## src/inc/aet_pkg.sv

```systemverilog
package aet_pkg;

  // ==========================================================
  // Register byte offsets (APB, one aligned word each)
  localparam logic [7:0] ACT_TEST_OFFSET = 8'h00;
  localparam logic [7:0] EC_TEST_OFFSET = 8'h04;
  localparam logic [7:0] ACT_STATE_OFFSET = 8'h08;
  localparam logic [7:0] OVERLAY_OFFSET = 8'h0c;
  localparam logic [7:0] DIAG_OFFSET = 8'h10;
  localparam logic [7:0] NIBBLE_CTRL_OFFSET = 8'h14;
  localparam logic [7:0] CORE_CFG_OFFSET = 8'h18;

  // ==========================================================
  // Field positions
  localparam int STEER_BIT = 7;
  localparam int INTERP_BIT = 6;
  localparam int LOAD_BIT = 5;
  localparam int STEP_BIT = 4;
  localparam int HOLD_BIT = 3;
  localparam int BIGJUMP_BIT = 2;
  localparam int FORCE_LINK_BIT = 0;
  localparam int MEC_UPD_BIT = 7;
  localparam int ACC_EC_BIT = 6;
  localparam int EC_UPD_BIT = 5;
  localparam int FAST_EC_BIT = 4;
  localparam int ACC_DFE_BIT = 3;
  localparam int DFE_UPD_BIT = 2;
  localparam int FAST_DFE_BIT = 1;
  localparam int CLEAR_BIT = 0;
  localparam int READBACK_BIT = 6;
  localparam int SW_RESET_BIT = 3;
  localparam int DCH_SEL_BIT = 1;
  localparam int DUMP_SEL_BIT = 2;
  localparam int FREQ_ADAPT_BIT = 1;
  localparam int JUMP_DIS_BIT = 0;
  localparam int LT_MODE_BIT = 2;

  // ==========================================================
  // Reset values and widths
  localparam logic [7:0] TEST_RESET = 8'h00;
  localparam logic [6:0] STATE_RESET = 7'h00;
  localparam int METRIC_W = 19;
  localparam logic [31:0] SLVERR_DATA = 32'h0000_0000;

  // ==========================================================
  // Timing: one baud at 80 kbaud against 25 MHz
  localparam int CLK_HZ = 25_000_000;
  localparam int BAUD_HZ = 80_000;
  localparam int BAUD_CYCLES = CLK_HZ / BAUD_HZ;

  typedef struct packed {
    logic interp_en;
    logic big_jump;
    logic force_linkup;
    logic freq_adapt;
    logic jump_disable;
    logic mec_update;
    logic ec_update;
    logic accumulate_ec;
    logic fast_ec;
    logic accumulate_dfe;
    logic dfe_update;
    logic fast_dfe;
    logic clear_coeff;
  } aet_ctrl_type;

  typedef struct packed {
    logic load_req;
    logic step_req;
    logic hold;
    logic [6:0] state_value;
  } aet_act_cmd_type;

endpackage : aet_pkg

```

## src/design/aet_act_ctrl.sv

```systemverilog
`timescale 1ns/1ps
// Activation state sequencer: load and step requests, applied at baud ticks
module aet_act_ctrl (
  // Clock and reset
  input wire logic pclk,
  input wire logic presetn,
  input wire logic soft_reset,
  // Commands
  input wire logic baud_tick,
  input wire aet_pkg::aet_act_cmd_type cmd,
  input wire logic cont_ok,
  input wire logic [6:0] next_state,
  // State
  output logic [6:0] state,
  output logic step_done
);

  logic load_pend_reg;
  logic step_pend_reg;
  logic load_d_reg;
  logic step_d_reg;
  logic [6:0] state_reg;

  // ==========================================================
  // Edge capture
  always_ff @(posedge pclk or negedge presetn) begin
    if (!presetn) begin
      load_d_reg <= 1'b0;
      step_d_reg <= 1'b0;
    end else begin
      load_d_reg <= cmd.load_req;
      step_d_reg <= cmd.step_req;
    end
  end

  always_ff @(posedge pclk or negedge presetn) begin
    if (!presetn) begin
      load_pend_reg <= 1'b0;
    end else if (soft_reset) begin
      load_pend_reg <= 1'b0;
    end else if (cmd.load_req && !load_d_reg) begin
      load_pend_reg <= 1'b1;
    end else if (baud_tick) begin
      load_pend_reg <= 1'b0;
    end
  end

  always_ff @(posedge pclk or negedge presetn) begin
    if (!presetn) begin
      step_pend_reg <= 1'b0;
    end else if (soft_reset) begin
      step_pend_reg <= 1'b0;
    end else if (cmd.step_req && !step_d_reg) begin
      step_pend_reg <= 1'b1;
    end else if (baud_tick && cont_ok && !load_pend_reg) begin
      step_pend_reg <= 1'b0;
    end
  end

  // ==========================================================
  // State update, once per baud
  always_ff @(posedge pclk or negedge presetn) begin
    if (!presetn) begin
      state_reg <= aet_pkg::STATE_RESET;
      step_done <= 1'b0;
    end else if (soft_reset) begin
      state_reg <= aet_pkg::STATE_RESET;
      step_done <= 1'b0;
    end else begin
      step_done <= 1'b0;
      if (baud_tick) begin
        if (load_pend_reg) begin
          state_reg <= cmd.state_value;
        end else if (step_pend_reg && cont_ok) begin
          state_reg <= next_state;
          step_done <= 1'b1;
        end else if (!cmd.hold && cont_ok) begin
          state_reg <= next_state;
        end
      end
    end
  end

  assign state = state_reg;

endmodule : aet_act_ctrl

```

## src/design/aet_test_regs.sv

```systemverilog
// The implementer's own choices: the APB interface to the registers and the address map.
`timescale 1ns/1ps
// How it works
// - read metric bits 18:11, write controls
// - readback bit returns written control values
// - hardware or software reset clears controls
// - DCH select reroutes activation test address
// - dump select reroutes echo test address
// - steer zero means autonomous CPU activation
// - interpolator follows bit in LT steer
// - rising load applies state within baud
// - load works despite hold
// - step advances once, overrides hold
// - hold freezes state until load/step
// - big jump selects four-unit phase steps
// - force linkup shows full duplex status
// - metric per frame, bits 10:3 readable
// - echo controls inert unless steer set
// - update bits freeze filter coefficients
// - accumulate bits shape symbol recovery
// - fast bits select highest adapt rate
// - clear zeros coefficients, resets buffer
module aet_test_regs (
  // APB
  input wire logic pclk,
  input wire logic presetn,
  input wire logic psel,
  input wire logic penable,
  input wire logic pwrite,
  input wire logic [7:0] paddr,
  input wire logic [31:0] pwdata,
  output logic [31:0] prdata,
  output logic pready,
  output logic pslverr,
  // CPU side
  input wire logic frame_tick,
  input wire logic [18:0] metric_in,
  input wire logic cont_ok,
  input wire logic [6:0] next_state,
  // Overlay ports
  input wire logic [7:0] dch_rdata,
  output logic dch_wr,
  output logic dch_rd,
  input wire logic [7:0] dump_rdata,
  output logic dump_wr,
  output logic dump_rd,
  output logic [7:0] port_wdata,
  // Steering outputs
  output logic steer,
  output aet_pkg::aet_ctrl_type ctrl,
  output logic [6:0] act_state,
  output logic act_step_done,
  output logic full_duplex_status,
  output logic [2:0] phase_jump_size
);

  logic [7:0] act_test_reg;
  logic [7:0] ec_test_reg;
  logic [7:0] act_state_reg;
  logic [2:0] overlay_reg;
  logic [7:0] diag_reg;
  logic [2:0] core_cfg_reg;
  logic [18:0] metric_reg;
  logic [8:0] baud_cnt_reg;
  logic baud_tick;
  logic soft_reset;
  logic wr_en;
  logic rd_en;
  logic dch_hit;
  logic dump_hit;
  logic [31:0] rdata_next;
  logic err_next;
  aet_pkg::aet_act_cmd_type cmd;

  function automatic logic hit(input logic [7:0] a, input logic [7:0] off);
    hit = (a == off);
  endfunction : hit

  // ==========================================================
  // Bus decode; zero wait state
  assign pready = 1'b1;
  assign wr_en = psel && penable && pwrite;
  assign rd_en = psel && penable && !pwrite;
  assign soft_reset = wr_en && hit(paddr, aet_pkg::NIBBLE_CTRL_OFFSET)
    && pwdata[aet_pkg::SW_RESET_BIT];
  assign dch_hit = overlay_reg[aet_pkg::DCH_SEL_BIT] && hit(paddr, aet_pkg::ACT_TEST_OFFSET);
  assign dump_hit = overlay_reg[aet_pkg::DUMP_SEL_BIT] && hit(paddr, aet_pkg::EC_TEST_OFFSET);
  assign dch_wr = wr_en && dch_hit;
  assign dch_rd = rd_en && dch_hit;
  assign dump_wr = wr_en && dump_hit;
  assign dump_rd = rd_en && dump_hit;
  assign port_wdata = pwdata[7:0];

  // ==========================================================
  // Test registers
  // clear on both resets
  always_ff @(posedge pclk or negedge presetn) begin
    if (!presetn) begin
      act_test_reg <= aet_pkg::TEST_RESET;
      ec_test_reg <= aet_pkg::TEST_RESET;
      act_state_reg <= aet_pkg::TEST_RESET;
      diag_reg <= aet_pkg::TEST_RESET;
    end else if (soft_reset) begin
      act_test_reg <= aet_pkg::TEST_RESET;
      ec_test_reg <= aet_pkg::TEST_RESET;
      act_state_reg <= aet_pkg::TEST_RESET;
      diag_reg <= aet_pkg::TEST_RESET;
    end else if (wr_en) begin
      if (hit(paddr, aet_pkg::ACT_TEST_OFFSET) && !dch_hit) begin
        act_test_reg <= pwdata[7:0];
      end
      if (hit(paddr, aet_pkg::EC_TEST_OFFSET) && !dump_hit) begin
        ec_test_reg <= pwdata[7:0];
      end
      if (hit(paddr, aet_pkg::ACT_STATE_OFFSET)) begin
        act_state_reg <= pwdata[7:0];
      end
      if (hit(paddr, aet_pkg::DIAG_OFFSET)) begin
        diag_reg <= pwdata[7:0];
      end
    end
  end

  // Overlay select is cleared by hardware reset only
  always_ff @(posedge pclk or negedge presetn) begin
    if (!presetn) begin
      overlay_reg <= 3'h0;
      core_cfg_reg <= 3'h0;
    end else if (wr_en) begin
      if (hit(paddr, aet_pkg::OVERLAY_OFFSET)) begin
        overlay_reg <= pwdata[2:0];
      end
      if (hit(paddr, aet_pkg::CORE_CFG_OFFSET)) begin
        core_cfg_reg <= pwdata[2:0];
      end
    end
  end

  always_ff @(posedge pclk or negedge presetn) begin
    if (!presetn) begin
      metric_reg <= 19'h00000;
    end else if (frame_tick) begin
      metric_reg <= metric_in;
    end
  end

  always_ff @(posedge pclk or negedge presetn) begin
    if (!presetn) begin
      baud_cnt_reg <= 9'h000;
    end else if (baud_cnt_reg == 9'(aet_pkg::BAUD_CYCLES - 1)) begin
      baud_cnt_reg <= 9'h000;
    end else begin
      baud_cnt_reg <= baud_cnt_reg + 9'h001;
    end
  end
  assign baud_tick = (baud_cnt_reg == 9'(aet_pkg::BAUD_CYCLES - 1));

  // ==========================================================
  // Read mux, combinational
  always_comb begin
    rdata_next = 32'h0000_0000;
    err_next = 1'b0;
    if (dch_hit) begin
      rdata_next = {24'h000000, dch_rdata};
    end else if (dump_hit) begin
      rdata_next = {24'h000000, dump_rdata};
    end else if (hit(paddr, aet_pkg::ACT_TEST_OFFSET)) begin
      if (diag_reg[aet_pkg::READBACK_BIT]) begin
        rdata_next = {24'h000000, act_test_reg};
      end else begin
        rdata_next = {24'h000000, metric_reg[18:11]};
      end
    end else if (hit(paddr, aet_pkg::EC_TEST_OFFSET)) begin
      if (diag_reg[aet_pkg::READBACK_BIT]) begin
        rdata_next = {24'h000000, ec_test_reg};
      end else begin
        rdata_next = {24'h000000, metric_reg[10:3]};
      end
    end else if (hit(paddr, aet_pkg::ACT_STATE_OFFSET)) begin
      if (diag_reg[aet_pkg::READBACK_BIT]) begin
        rdata_next = {24'h000000, act_state_reg};
      end else begin
        rdata_next = {24'h000000, act_state, 1'b0};
      end
    end else if (hit(paddr, aet_pkg::OVERLAY_OFFSET)) begin
      rdata_next = {29'h00000000, overlay_reg};
    end else if (hit(paddr, aet_pkg::DIAG_OFFSET)) begin
      rdata_next = {24'h000000, diag_reg};
    end else if (hit(paddr, aet_pkg::CORE_CFG_OFFSET)) begin
      rdata_next = {29'h00000000, core_cfg_reg};
    end else if (!hit(paddr, aet_pkg::NIBBLE_CTRL_OFFSET)) begin
      rdata_next = aet_pkg::SLVERR_DATA;
      err_next = 1'b1;
    end
  end

  assign prdata = (psel && penable) ? rdata_next : 32'h0000_0000;
  assign pslverr = psel && penable && err_next;

  // ==========================================================
  // Steering
  // steer gates CPU override
  assign steer = act_test_reg[aet_pkg::STEER_BIT];
  assign ctrl.interp_en = steer ? (core_cfg_reg[aet_pkg::LT_MODE_BIT]
    && act_test_reg[aet_pkg::INTERP_BIT]) : core_cfg_reg[aet_pkg::LT_MODE_BIT];
  assign ctrl.big_jump = act_test_reg[aet_pkg::BIGJUMP_BIT];
  assign phase_jump_size = act_test_reg[aet_pkg::BIGJUMP_BIT] ? 3'h4 : 3'h1;
  assign ctrl.force_linkup = act_test_reg[aet_pkg::FORCE_LINK_BIT];
  assign full_duplex_status = act_test_reg[aet_pkg::FORCE_LINK_BIT];
  assign ctrl.freq_adapt = !steer || core_cfg_reg[aet_pkg::FREQ_ADAPT_BIT];
  assign ctrl.jump_disable = steer && core_cfg_reg[aet_pkg::JUMP_DIS_BIT];
  assign ctrl.mec_update = !steer || ec_test_reg[aet_pkg::MEC_UPD_BIT];
  assign ctrl.ec_update = !steer || ec_test_reg[aet_pkg::EC_UPD_BIT];
  assign ctrl.dfe_update = !steer || ec_test_reg[aet_pkg::DFE_UPD_BIT];
  assign ctrl.accumulate_ec = !steer || ec_test_reg[aet_pkg::ACC_EC_BIT];
  assign ctrl.accumulate_dfe = !steer || ec_test_reg[aet_pkg::ACC_DFE_BIT];
  assign ctrl.fast_ec = steer && ec_test_reg[aet_pkg::FAST_EC_BIT];
  assign ctrl.fast_dfe = steer && ec_test_reg[aet_pkg::FAST_DFE_BIT];
  assign ctrl.clear_coeff = steer && ec_test_reg[aet_pkg::CLEAR_BIT];

  // Load, step and hold only act while steering
  assign cmd.load_req = steer && act_test_reg[aet_pkg::LOAD_BIT];
  assign cmd.step_req = steer && act_test_reg[aet_pkg::STEP_BIT];
  assign cmd.hold = steer && act_test_reg[aet_pkg::HOLD_BIT];
  assign cmd.state_value = act_state_reg[7:1];

  aet_act_ctrl u_act (
    .pclk(pclk),
    .presetn(presetn),
    .soft_reset(soft_reset),
    .baud_tick(baud_tick),
    .cmd(cmd),
    .cont_ok(cont_ok),
    .next_state(next_state),
    .state(act_state),
    .step_done(act_step_done)
  );

endmodule : aet_test_regs

```

## config.mk

```make
export PLATFORM = sky130hd
export DESIGN_NAME = aet_test_regs
export DESIGN_NICKNAME = d
export VERILOG_FILES = /design/src/inc/aet_pkg.sv /design/src/design/aet_act_ctrl.sv /design/src/design/aet_test_regs.sv
export SDC_FILE = /design/constraint.sdc
export NUM_CORES = 1
export LEC_CHECK = 0
export ABC_AREA = 1
export BUFFER_PORTS_ARGS = -buffer_cell sky130_fd_sc_hd__buf_2
export CAP_MARGIN = 5
export CORE_MARGIN = 1
export CORE_UTILIZATION = 46
export CTS_CLUSTER_DIAMETER = 50
export DETAILED_ROUTE_END_ITERATION = 8
export PLACE_DENSITY_LB_ADDON = 0.2
export SYNTH_ARGS = -nofsm -noshare
export SYNTH_HDL_FRONTEND = slang
export SYNTH_HIERARCHICAL = 1
export SYNTH_SLANG_ARGS = --single-unit
export TNS_END_PERCENT = 5
```

## constraint.sdc

```tcl
create_clock -name pclk -period 1.8 [get_ports pclk]
set_clock_uncertainty 0.15 [all_clocks]
set_input_delay 0.09 -clock pclk [delete_from_list [all_inputs] [get_ports pclk]]
set_output_delay 0.09 -clock pclk [all_outputs]
set_load 0.02 [all_outputs]
```

======== Word level (Yosys, flattened, before mapping) ========
Cells that the tools add are included.
operators by class
  muxes and demuxes ....................... 51
  $add $sub $neg .......................... 1
  reduce and logical (&&, ||, !) cells .... 59
  eq/ne operators ......................... 7
operators with widths
  kind                                                             number
  32-bit 2-to-1 mux                                                6
  8-bit 2-to-1 mux                                                 17
  7-bit 2-to-1 mux                                                 5
  1-bit logical AND                                                28
  8-bit by 5-bit == test with 1-bit output, second input constant  3
  1-bit 2-to-1 mux                                                 20
  8-bit by 4-bit == test with 1-bit output, second input constant  2
  2-bit AND reduction                                              7
  2-bit nonzero test                                               6
  9-bit by 1-bit adder with 9-bit output, second input constant    1
  9-bit == test, second input constant                             1
  9-bit 2-to-1 mux                                                 1
  8-bit by 3-bit == test with 1-bit output, second input constant  1
  1-bit logical NOT                                                8
  8-bit logical NOT                                                1
  1-bit logical OR                                                 6
  3-bit 2-to-1 mux                                                 2
  3-bit nonzero test                                               2
  4-bit nonzero test                                               1
word-level totals
  logic and storage cells ................. 132
  output and inout port bits .............. 72
  register bits after elaboration ......... 78
  input port bits ......................... 89

======== Depth between registers and ports, before layout ========
Gate-level depths: netlist of the first run.
  depth in word-level cells ............... 11
  depth in mapped cells ................... 13
  gate-level depth less buffers ........... 12

======== Modules after synthesis ========
Netlist of the first run, hierarchy kept.
modules (own cells, without submodules)
  module         cells each  sequential area each (um^2)  area each (um^2)  times used
  aet_test_regs  492         1576.5                       3880.0            1
  aet_act_ctrl   96          300.3                        693.2             1

======== Worst setup path after synthesis of the first run ========
No wires, ideal clock.
  path type ............................... register -> register
  start point ............................. register baud_cnt_reg[0]
  end point ............................... register u_act.state_reg[2] (netlist: u_act/state[2])
  library setup time ...................... 0.118 ns
  period minus slack after synthesis ...... 1.856 ns
  path buffers ............................ 1
  data required time ...................... 1.532 ns
  stages on the path, launching flop included .. 9
  arrival time ............................ 1.589 ns
  slack ................................... -0.056 ns
  path through ............................ dfrtp_1 -> ha_1 -> nand4_1 -> nor4_1 -> or2_1 -> buf_6 -> nand2_8 -> nand2_1 -> nand2_1
on the way
  cells in the longest elaborated chain, start to end .. 3
ends and longest elaborated chain
  item                                  line                  text
  start: declaration                    aet_test_regs.sv:64   logic [8:0] baud_cnt_reg;
  start signal: assignment              aet_test_regs.sv:153  baud_cnt_reg <= baud_cnt_reg + 9'h001;
  9-bit == test                         aet_test_regs.sv:156  assign baud_tick = (baud_cnt_reg == 9'(aet_pkg::BAUD_CYCLES - 1));
  via baud_tick                         aet_test_regs.sv:65   logic baud_tick;
  2-bit nonzero test (no source line)   --
  2-bit AND reduction (no source line)  --
  end signal: assignment                aet_act_ctrl.sv:73    state_reg <= cmd.state_value;
  end signal: assignment                aet_act_ctrl.sv:75    state_reg <= next_state;
  end signal: assignment                aet_act_ctrl.sv:78    state_reg <= next_state;
  end: declaration                      aet_act_ctrl.sv:22    logic [6:0] state_reg;
The timed path passes the listed nets, and every way through them passes these cells.
A chain may end at the register's enable or synchronous reset.

======== Final worst setup path of the first run ========
  start point ............................. register diag_reg[6]
  end point ............................... output prdata[3]
on the way
  cells in the longest elaborated chain, start to end .. 7
  elaborated cells between the ends (all ways) .. 9
  those cells by class .................... mux: 9
ends and longest elaborated chain
  item                      line                  text
  start: declaration        aet_test_regs.sv:61   logic [7:0] diag_reg;
  start signal: assignment  aet_test_regs.sv:102  diag_reg <= aet_pkg::TEST_RESET;
  start signal: assignment  aet_test_regs.sv:107  diag_reg <= aet_pkg::TEST_RESET;
  start signal: assignment  aet_test_regs.sv:119  diag_reg <= pwdata[7:0];
  8-bit 2-to-1 mux          aet_test_regs.sv:180  if (diag_reg[aet_pkg::READBACK_BIT]) begin
  32-bit 2-to-1 mux         aet_test_regs.sv:179  end else if (hit(paddr, aet_pkg::ACT_STATE_OFFSET)) begin
  32-bit 2-to-1 mux         aet_test_regs.sv:173  end else if (hit(paddr, aet_pkg::EC_TEST_OFFSET)) begin
  32-bit 2-to-1 mux *       aet_test_regs.sv:167  end else if (hit(paddr, aet_pkg::ACT_TEST_OFFSET)) begin
  32-bit 2-to-1 mux *       aet_test_regs.sv:165  end else if (dump_hit) begin
  32-bit 2-to-1 mux *       aet_test_regs.sv:163  if (dch_hit) begin
  32-bit 2-to-1 mux *       aet_test_regs.sv:197  assign prdata = (psel && penable) ? rdata_next : 32'h0000_0000;
  end: declaration          aet_test_regs.sv:32   output logic [31:0] prdata,
Every way passes the cells marked *; elsewhere a longest branch is shown, timed or not.

==> qor.yml, run 1 <==
die:
  fp.dieArea_mm2: 0.01034
  io_pins: 161
  start_util: 0.4722
  dieWidth_um: 101.7
  die_y_um: 101.7
  rows: 36
  coreArea_mm2: 0.009684
power_and_ir_drop:
  power_switching_mw: 0.9424
  seqPwrFrac: 0.484
  finalPower_mw: 3.633
  p_per_area_mw_per_mm2: 637.6
  p_leak_nw: 3.064
  internal_power_mw: 2.691
  p_clk_frac: 0.393
  ir_drop_mv: 0.4158
  swShare: 0.2594
  combPwrFrac: 0.123
route:
  drc_errors: 0
  wirelength_um: 11600
  drt_iter0_drc: 197
  num_vias: 4200
  ant_nets: 0
  via_per_inst: 4.878
  wire_per_inst_um: 13.48
  detail_route.first_pass.iterations: 6
yosys:
  syn_inst: 588
  avgSynthCellArea_um2: 7.777
  synth.cell_area_mm2: 0.004573
  synth-seq-area-share: 0.4104
  synth-seq-cells: 75
  synth_top_flop_cell: "dfrtp_1"
  synth_edf_count: 0
  ys_async_sr_fraction: 1.000
  ys_types: 41
  ys_warn_count: 6
clock_network:
  clk_latency_ns: 0.35
  clock_path_buffers: 2
  htreeDepth: 3
  clk_pin_slew_worst_paths_ns: 0.07
  clockRootBuffer: "clkbuf_8"
  numCtsBuffers: 9
  cts_tree: "built"
  clock-sinks: 75
place:
  dp_cells: 814
  place_congestion: 0.8179
  dpl.hpwl_um: 8684
  placed_area_mm2: 0.005130
  port_buffers: 107
  dp_slack_ns: 0.06127
sta:
  setup_ws_ns: -0.2682
  slew_violations: 0
  setup_violations: 8
  holdWs_ns: 0.01660
  setup-tns-final_ns: -1.520
  max_freq_mhz: 483.5
  hold_violations: 0
  finalCritPeriodShare: 1.149
  worst-slew-pin-transition_ns: 0.5578
  final.min_clock_period_ns: 2.068
  slew_headroom: 0.6267
  rsz0062_at_grt: "yes"
layout:
  layout-drive-gt1-share: 0.2830
  largest_reg_flops: 16
  finish.cell_count_without_fillers: 861
  fin_area_mm2: 0.005698
  syn_to_final_growth_pct: 24.60
  post-route-util: 0.5884
  n_antenna_cell: 0
  nets: 813
  fill_cells: 928
grt:
  antenna_found_initial: 0
  gr-total-overflow: 0
  grt_pass1_wl_um: 18690
  grt_usage: 0.2360
  grt_max_degree: 38
  grt_pass1_vias: 3912
worst_setup_path:
  r2r_end: "u_act/state[1]$_DFFE_PN0P_"
  cp_slowest_stage_delay_ns: 0.45
  cp_cell_sequence: "inv_2, buf_6, nor2_4, o21ai_2, nand2_1, nand2_1, o21ai_1, nand2_1, nand3_1, a21oi_1, buf_4"
  cp-start-kind: "flip-flop"
  required_ns: 1.56
  crit_top_cell: "nand2_1"
  worst_r2r_path_depth: 8
  ff2ff_setup_slack_ns: 0.11
  crit_path_max_fanout: 5
  crit_type: "reg2out"
  setup.worst_path.end_class: "primary output"
  cp.arrival_ns: 1.83
  crit_slowest_cell: "dfrtp_2"
  r2r-start: "baud_cnt_reg[0]$_DFF_PN0_"
worst_hold_path:
  min_to: "u_act/state[0]$_DFFE_PN0P_"
  min_path_type: "in2reg"
  hold_path_startpoint: "next_state[0]"
  hold_depth: 7
outcome:
  violations: "setup timing"
  outcome: "complete, but fails checks"
job:
  max_cap_viol_count: 0
kinds of logic after synthesis:
group           share of synthesized area
simple gates                       0.2599
buf+inv                            0.1510
compound gates                     0.1417
flops                              0.4104
mux                               0.02107
xor+xnor                          0.01149
other cells                      0.001642
fa+ha+maj                        0.002736
critical path: cells and delay by family (launching register included):
kind | cells | cell delay, ns
DFF | 1 | 0.45
buffers and inverters | 3 | 0.38
AOI/OAI and AO/OA | 3 | 0.35
and+or+nand+nor | 5 | 0.30
Yosys cell counts, types with 2 or more instances:
cell type | number | area share
inv_4 | 3 | 0.0041
buf_6 | 4 | 0.0098
inv_1 | 63 | 0.052
inv_2 | 13 | 0.011
nor2_1 | 28 | 0.023
nand2_2 | 7 | 0.0096
nor2_4 | 4 | 0.0098
clkinv_1 | 2 | 0.0016
nand2_1 | 158 | 0.13
buf_2 | 3 | 0.0033
mux2i_1 | 4 | 0.0088
conb_1 | 2 | 0.0016
mux2_2 | 5 | 0.012
o211ai_1 | 15 | 0.025
clkbuf_1 | 7 | 0.0057
a21oi_1 | 9 | 0.0098
nand2_4 | 4 | 0.0098
dfrtp_1 | 75 | 0.41
nor3_1 | 5 | 0.0055
nand3_1 | 27 | 0.030
xor2_1 | 6 | 0.011
o21bai_1 | 4 | 0.0066
nor2_8 | 2 | 0.0088
nand4_1 | 6 | 0.0082
o22ai_1 | 4 | 0.0055
or2_2 | 5 | 0.0068
o21ai_0 | 45 | 0.049
buf_4 | 39 | 0.064
o21ai_1 | 18 | 0.020
o21ai_2 | 10 | 0.019
area by class of cell:
class | instances | area (um2) | share of cell area
clock inverter | 6 | 90.09 | 0.01581
timing repair buffer | 153 | 997.2 | 0.1750
multi-input combinational | 403 | 2126 | 0.3731
inverter | 81 | 311.5 | 0.05468
tap | 133 | 166.4 | 0.02921
clock buffer | 10 | 127.6 | 0.02240
sequential | 75 | 1879 | 0.3298
power groups by stage:
| stage | Combinational, mW | Sequential, mW | Clock, mW |
|---|---|---|---|
| finish | 0.447 | 1.76 | 1.43 |
| global route | 0.500 | 1.77 | 1.51 |
| floorplan | 0.276 | 1.78 | 0 |
| CTS | 0.444 | 1.76 | 1.46 |
| global placement | 0.384 | 1.79 | 0 |
| detailed placement | 0.391 | 1.79 | 0 |
placed cells by master (no fill, tap or decap), drive strengths merged:
cell type and n:
nor2 35, inv 79, mux2i 4, buf 124, a21oi 10, mux2 5
or2 6, bufinv 2, ha 1, nand4 7, nand3 29, dlygate4sd3 29
clkinvlp 1, o21a 1, conb 26, xor2 6, nor3 5, nor4 1
dfrtp 75, clkinv 5, o21ai 74, o211ai 15, o22ai 4, o21bai 4
clkbuf 10, nand2 170
repair_timing:
action                                  4_1_cts  5_1_grt
setup buffers                                 1        1
pin swaps                                     3        8
endpoints found under the setup margin       10       15
endpoints found under the hold margin       112        0
gates resized for setup                       3       11
hold buffers                                 29        0
per-layer routing:
layer,up-vias,GRT usage,part of all wire,routed length (um)
li1,2084,-,-,-
met1,1966,0.3132,0.46,5342
met2,137,0.4033,0.47,5489
met3,13,0.03451,0.052,599
met4,0,0.06243,0.015,171
met5,-,0,0,0
how the worst max path moves through the flow:
stage,startpoint,endpoint,slack [ns],depth (start not counted)
2_1_floorplan,baud_cnt_reg[0]$_DFF_PN0_,u_act/state[2]$_DFFE_PN0P_,0.11,8
3_3_place_gp,paddr[0],prdata[2],0.09,13
3_5_place_dp,paddr[0],prdata[2],0.06,13
4_1_cts,diag_reg[6]$_DFFE_PN0P_,prdata[6],-0.23,6
5_1_grt,diag_reg[6]$_DFFE_PN0P_,prdata[3],-0.37,11
6_report,diag_reg[6]$_DFFE_PN0P_,prdata[3],-0.27,11
Note: power is estimated with default switching activity, not from simulation.
==> run 2, diff against run 1 <==
--- a/config.mk
+++ b/config.mk
@@ -8,8 +8,10 @@
 export ABC_AREA = 1
 export BUFFER_PORTS_ARGS = -buffer_cell sky130_fd_sc_hd__buf_2
 export CAP_MARGIN = 5
+export CELL_PAD_IN_SITES_DETAIL_PLACEMENT = 2
+export CELL_PAD_IN_SITES_GLOBAL_PLACEMENT = 2
 export CORE_MARGIN = 1
-export CORE_UTILIZATION = 46
+export CORE_UTILIZATION = 25
 export CTS_CLUSTER_DIAMETER = 50
 export DETAILED_ROUTE_END_ITERATION = 8
 export PLACE_DENSITY_LB_ADDON = 0.2
==> qor.yml, run 2 (synthesized netlist as in run 1, its figures left out) <==
outcome:
  outcome: "complete, but fails checks"
  violations: "setup timing"
worst_setup_path:
  required_ns: 1.56
  crit_path_max_fanout: 9
  setup.worst_path.end_class: "primary output"
  crit_slowest_cell: "dfrtp_2"
  cp_slowest_stage_delay_ns: 0.45
  cp_cell_sequence: "buf_6, mux2i_1, o211ai_1, o21bai_1, a21oi_1, buf_2"
  crit_buf_inv: 2
  crit_type: "reg2out"
  cp.arrival_ns: 1.83
  cp-start-kind: "flip-flop"
  path_delay_family: "compound AO/OA/AOI/OAI gates"
die:
  rows: 49
  die_y_um: 137.3
  coreArea_mm2: 0.01796
  start_util: 0.2546
  dieWidth_um: 137.3
  fp.dieArea_mm2: 0.01884
  io_pins: 161
clock_network:
  htreeDepth: 3
  clk_latency_ns: 0.34
  clock-sinks: 75
  clk_pin_slew_worst_paths_ns: 0.06
  cts_tree: "built"
  clockRootBuffer: "clkbuf_16"
  clock_path_buffers: 2
  numCtsBuffers: 9
route:
  drc_errors: 0
  ant_nets: 0
  num_vias: 4299
  detail_route.first_pass.iterations: 4
  wire_per_inst_um: 16.35
  wirelength_um: 15680
  via_per_inst: 4.483
  drt_iter0_drc: 139
layout:
  finish.cell_count_without_fillers: 959
  n_antenna_cell: 0
  layout_commonest_cell: "nand2_1"
  final_cell_mix: "nand2_1 (158), buf_2 (103), dfrtp_1 (73), inv_1 (62), o21ai_0 (45)"
  largest_reg_flops: 16
  syn_to_final_growth_pct: 29.36
  nets: 815
  fin_area_mm2: 0.005916
  layout-drive-gt1-share: 0.2959
  post-route-util: 0.3293
sta:
  setup-tns-final_ns: -1.811
  holdWs_ns: 0.008627
  final.min_clock_period_ns: 2.073
  slew_violations: 0
  hold_violations: 0
  setup_ws_ns: -0.2733
  setup_violations: 8
  finalCritPeriodShare: 1.152
  rsz0062_at_grt: "yes"
  max_freq_mhz: 482.3
place:
  dp_slack_ns: -0.05583
  placed_area_mm2: 0.005325
  dpl.hpwl_um: 12330
  place_congestion: 0.7291
  dp_cells: 918
  port_buffers: 107
power_and_ir_drop:
  p_leak_nw: 3.119
  finalPower_mw: 4.026
  p_per_area_mw_per_mm2: 680.5
  ir_drop_mv: 0.3760
grt:
  gr-total-overflow: 0
  grt_max_degree: 28
  grt_pass1_wl_um: 24480
  grt_usage: 0.1741
  antenna_found_initial: 0
  grt_pass1_vias: 4582
worst_hold_path:
  min_path_type: "in2reg"
job:
  max_cap_viol_count: 0
## run 2: worst min-delay path, cell delays in order
cell and delay [ns]:
buf_2 0.09, inv_1 0.04, nand2_1 0.05, nand2_1 0.05, nor2_1 0.04, nand3_1 0.06
nand2_1 0.05
## run 2: path summary, 6_finish.rpt
kind	endpoint	slack (ns)	from	depth (start not counted)
hold reg to reg	ec_test_reg[5]$_DFFE_PN0P_	0.34	ec_test_reg[5]$_DFFE_PN0P_	2
min in group asynchronous	act_state_reg[4]$_DFFE_PN0P_	0.05	presetn	2
setup reg to reg	u_act/state[6]$_DFFE_PN0P_	0.13	baud_cnt_reg[0]$_DFF_PN0_	8
hold / removal	u_act/state[6]$_DFFE_PN0P_	0.009	next_state[6]	7
max in group asynchronous	metric_reg[7]$_DFFE_PN0P_	0.91	presetn	3
setup / recovery	prdata[7]	-0.27	diag_reg[6]$_DFFE_PN0P_	6
## run 2: where the power goes
part / internal (mW) / switching (mW) / leakage [nW]
clock: 1.07 / 0.736 / 0.145
sequential: 1.74 / 0.0302 / 0.968
combinational: 0.170 / 0.286 / 2.01
total: 2.97 / 1.05 / 3.12
## run 2: final cells by class
cell class	instances	area, um2
Fill cell	2113	12050
Inverter	81	314.1
Sequential cell	75	1879
Clock inverter	7	66.31
Timing Repair Buffer	155	1015
Clock buffer	9	225.2
Multi-Input combinational cell	403	2130
Tap cell	229	286.5
## run 2: repair_timing
item	CTS	global route
hold buffers	24	0
setup buffers	1	0
gates resized for setup	10	6
gates cloned	0	0
pin swaps	10	4
hold endpoints to repair	103	0
endpoints found under the setup margin	8	16
## run 2: metal layers
layer  global-route usage  up-vias  wire, um
li1                     -     2084         -
met1               0.2198     2113      7179
met2               0.3036       91      7779
met3              0.02759       11       521
met4              0.05250        0       200
met5                    0        -         0
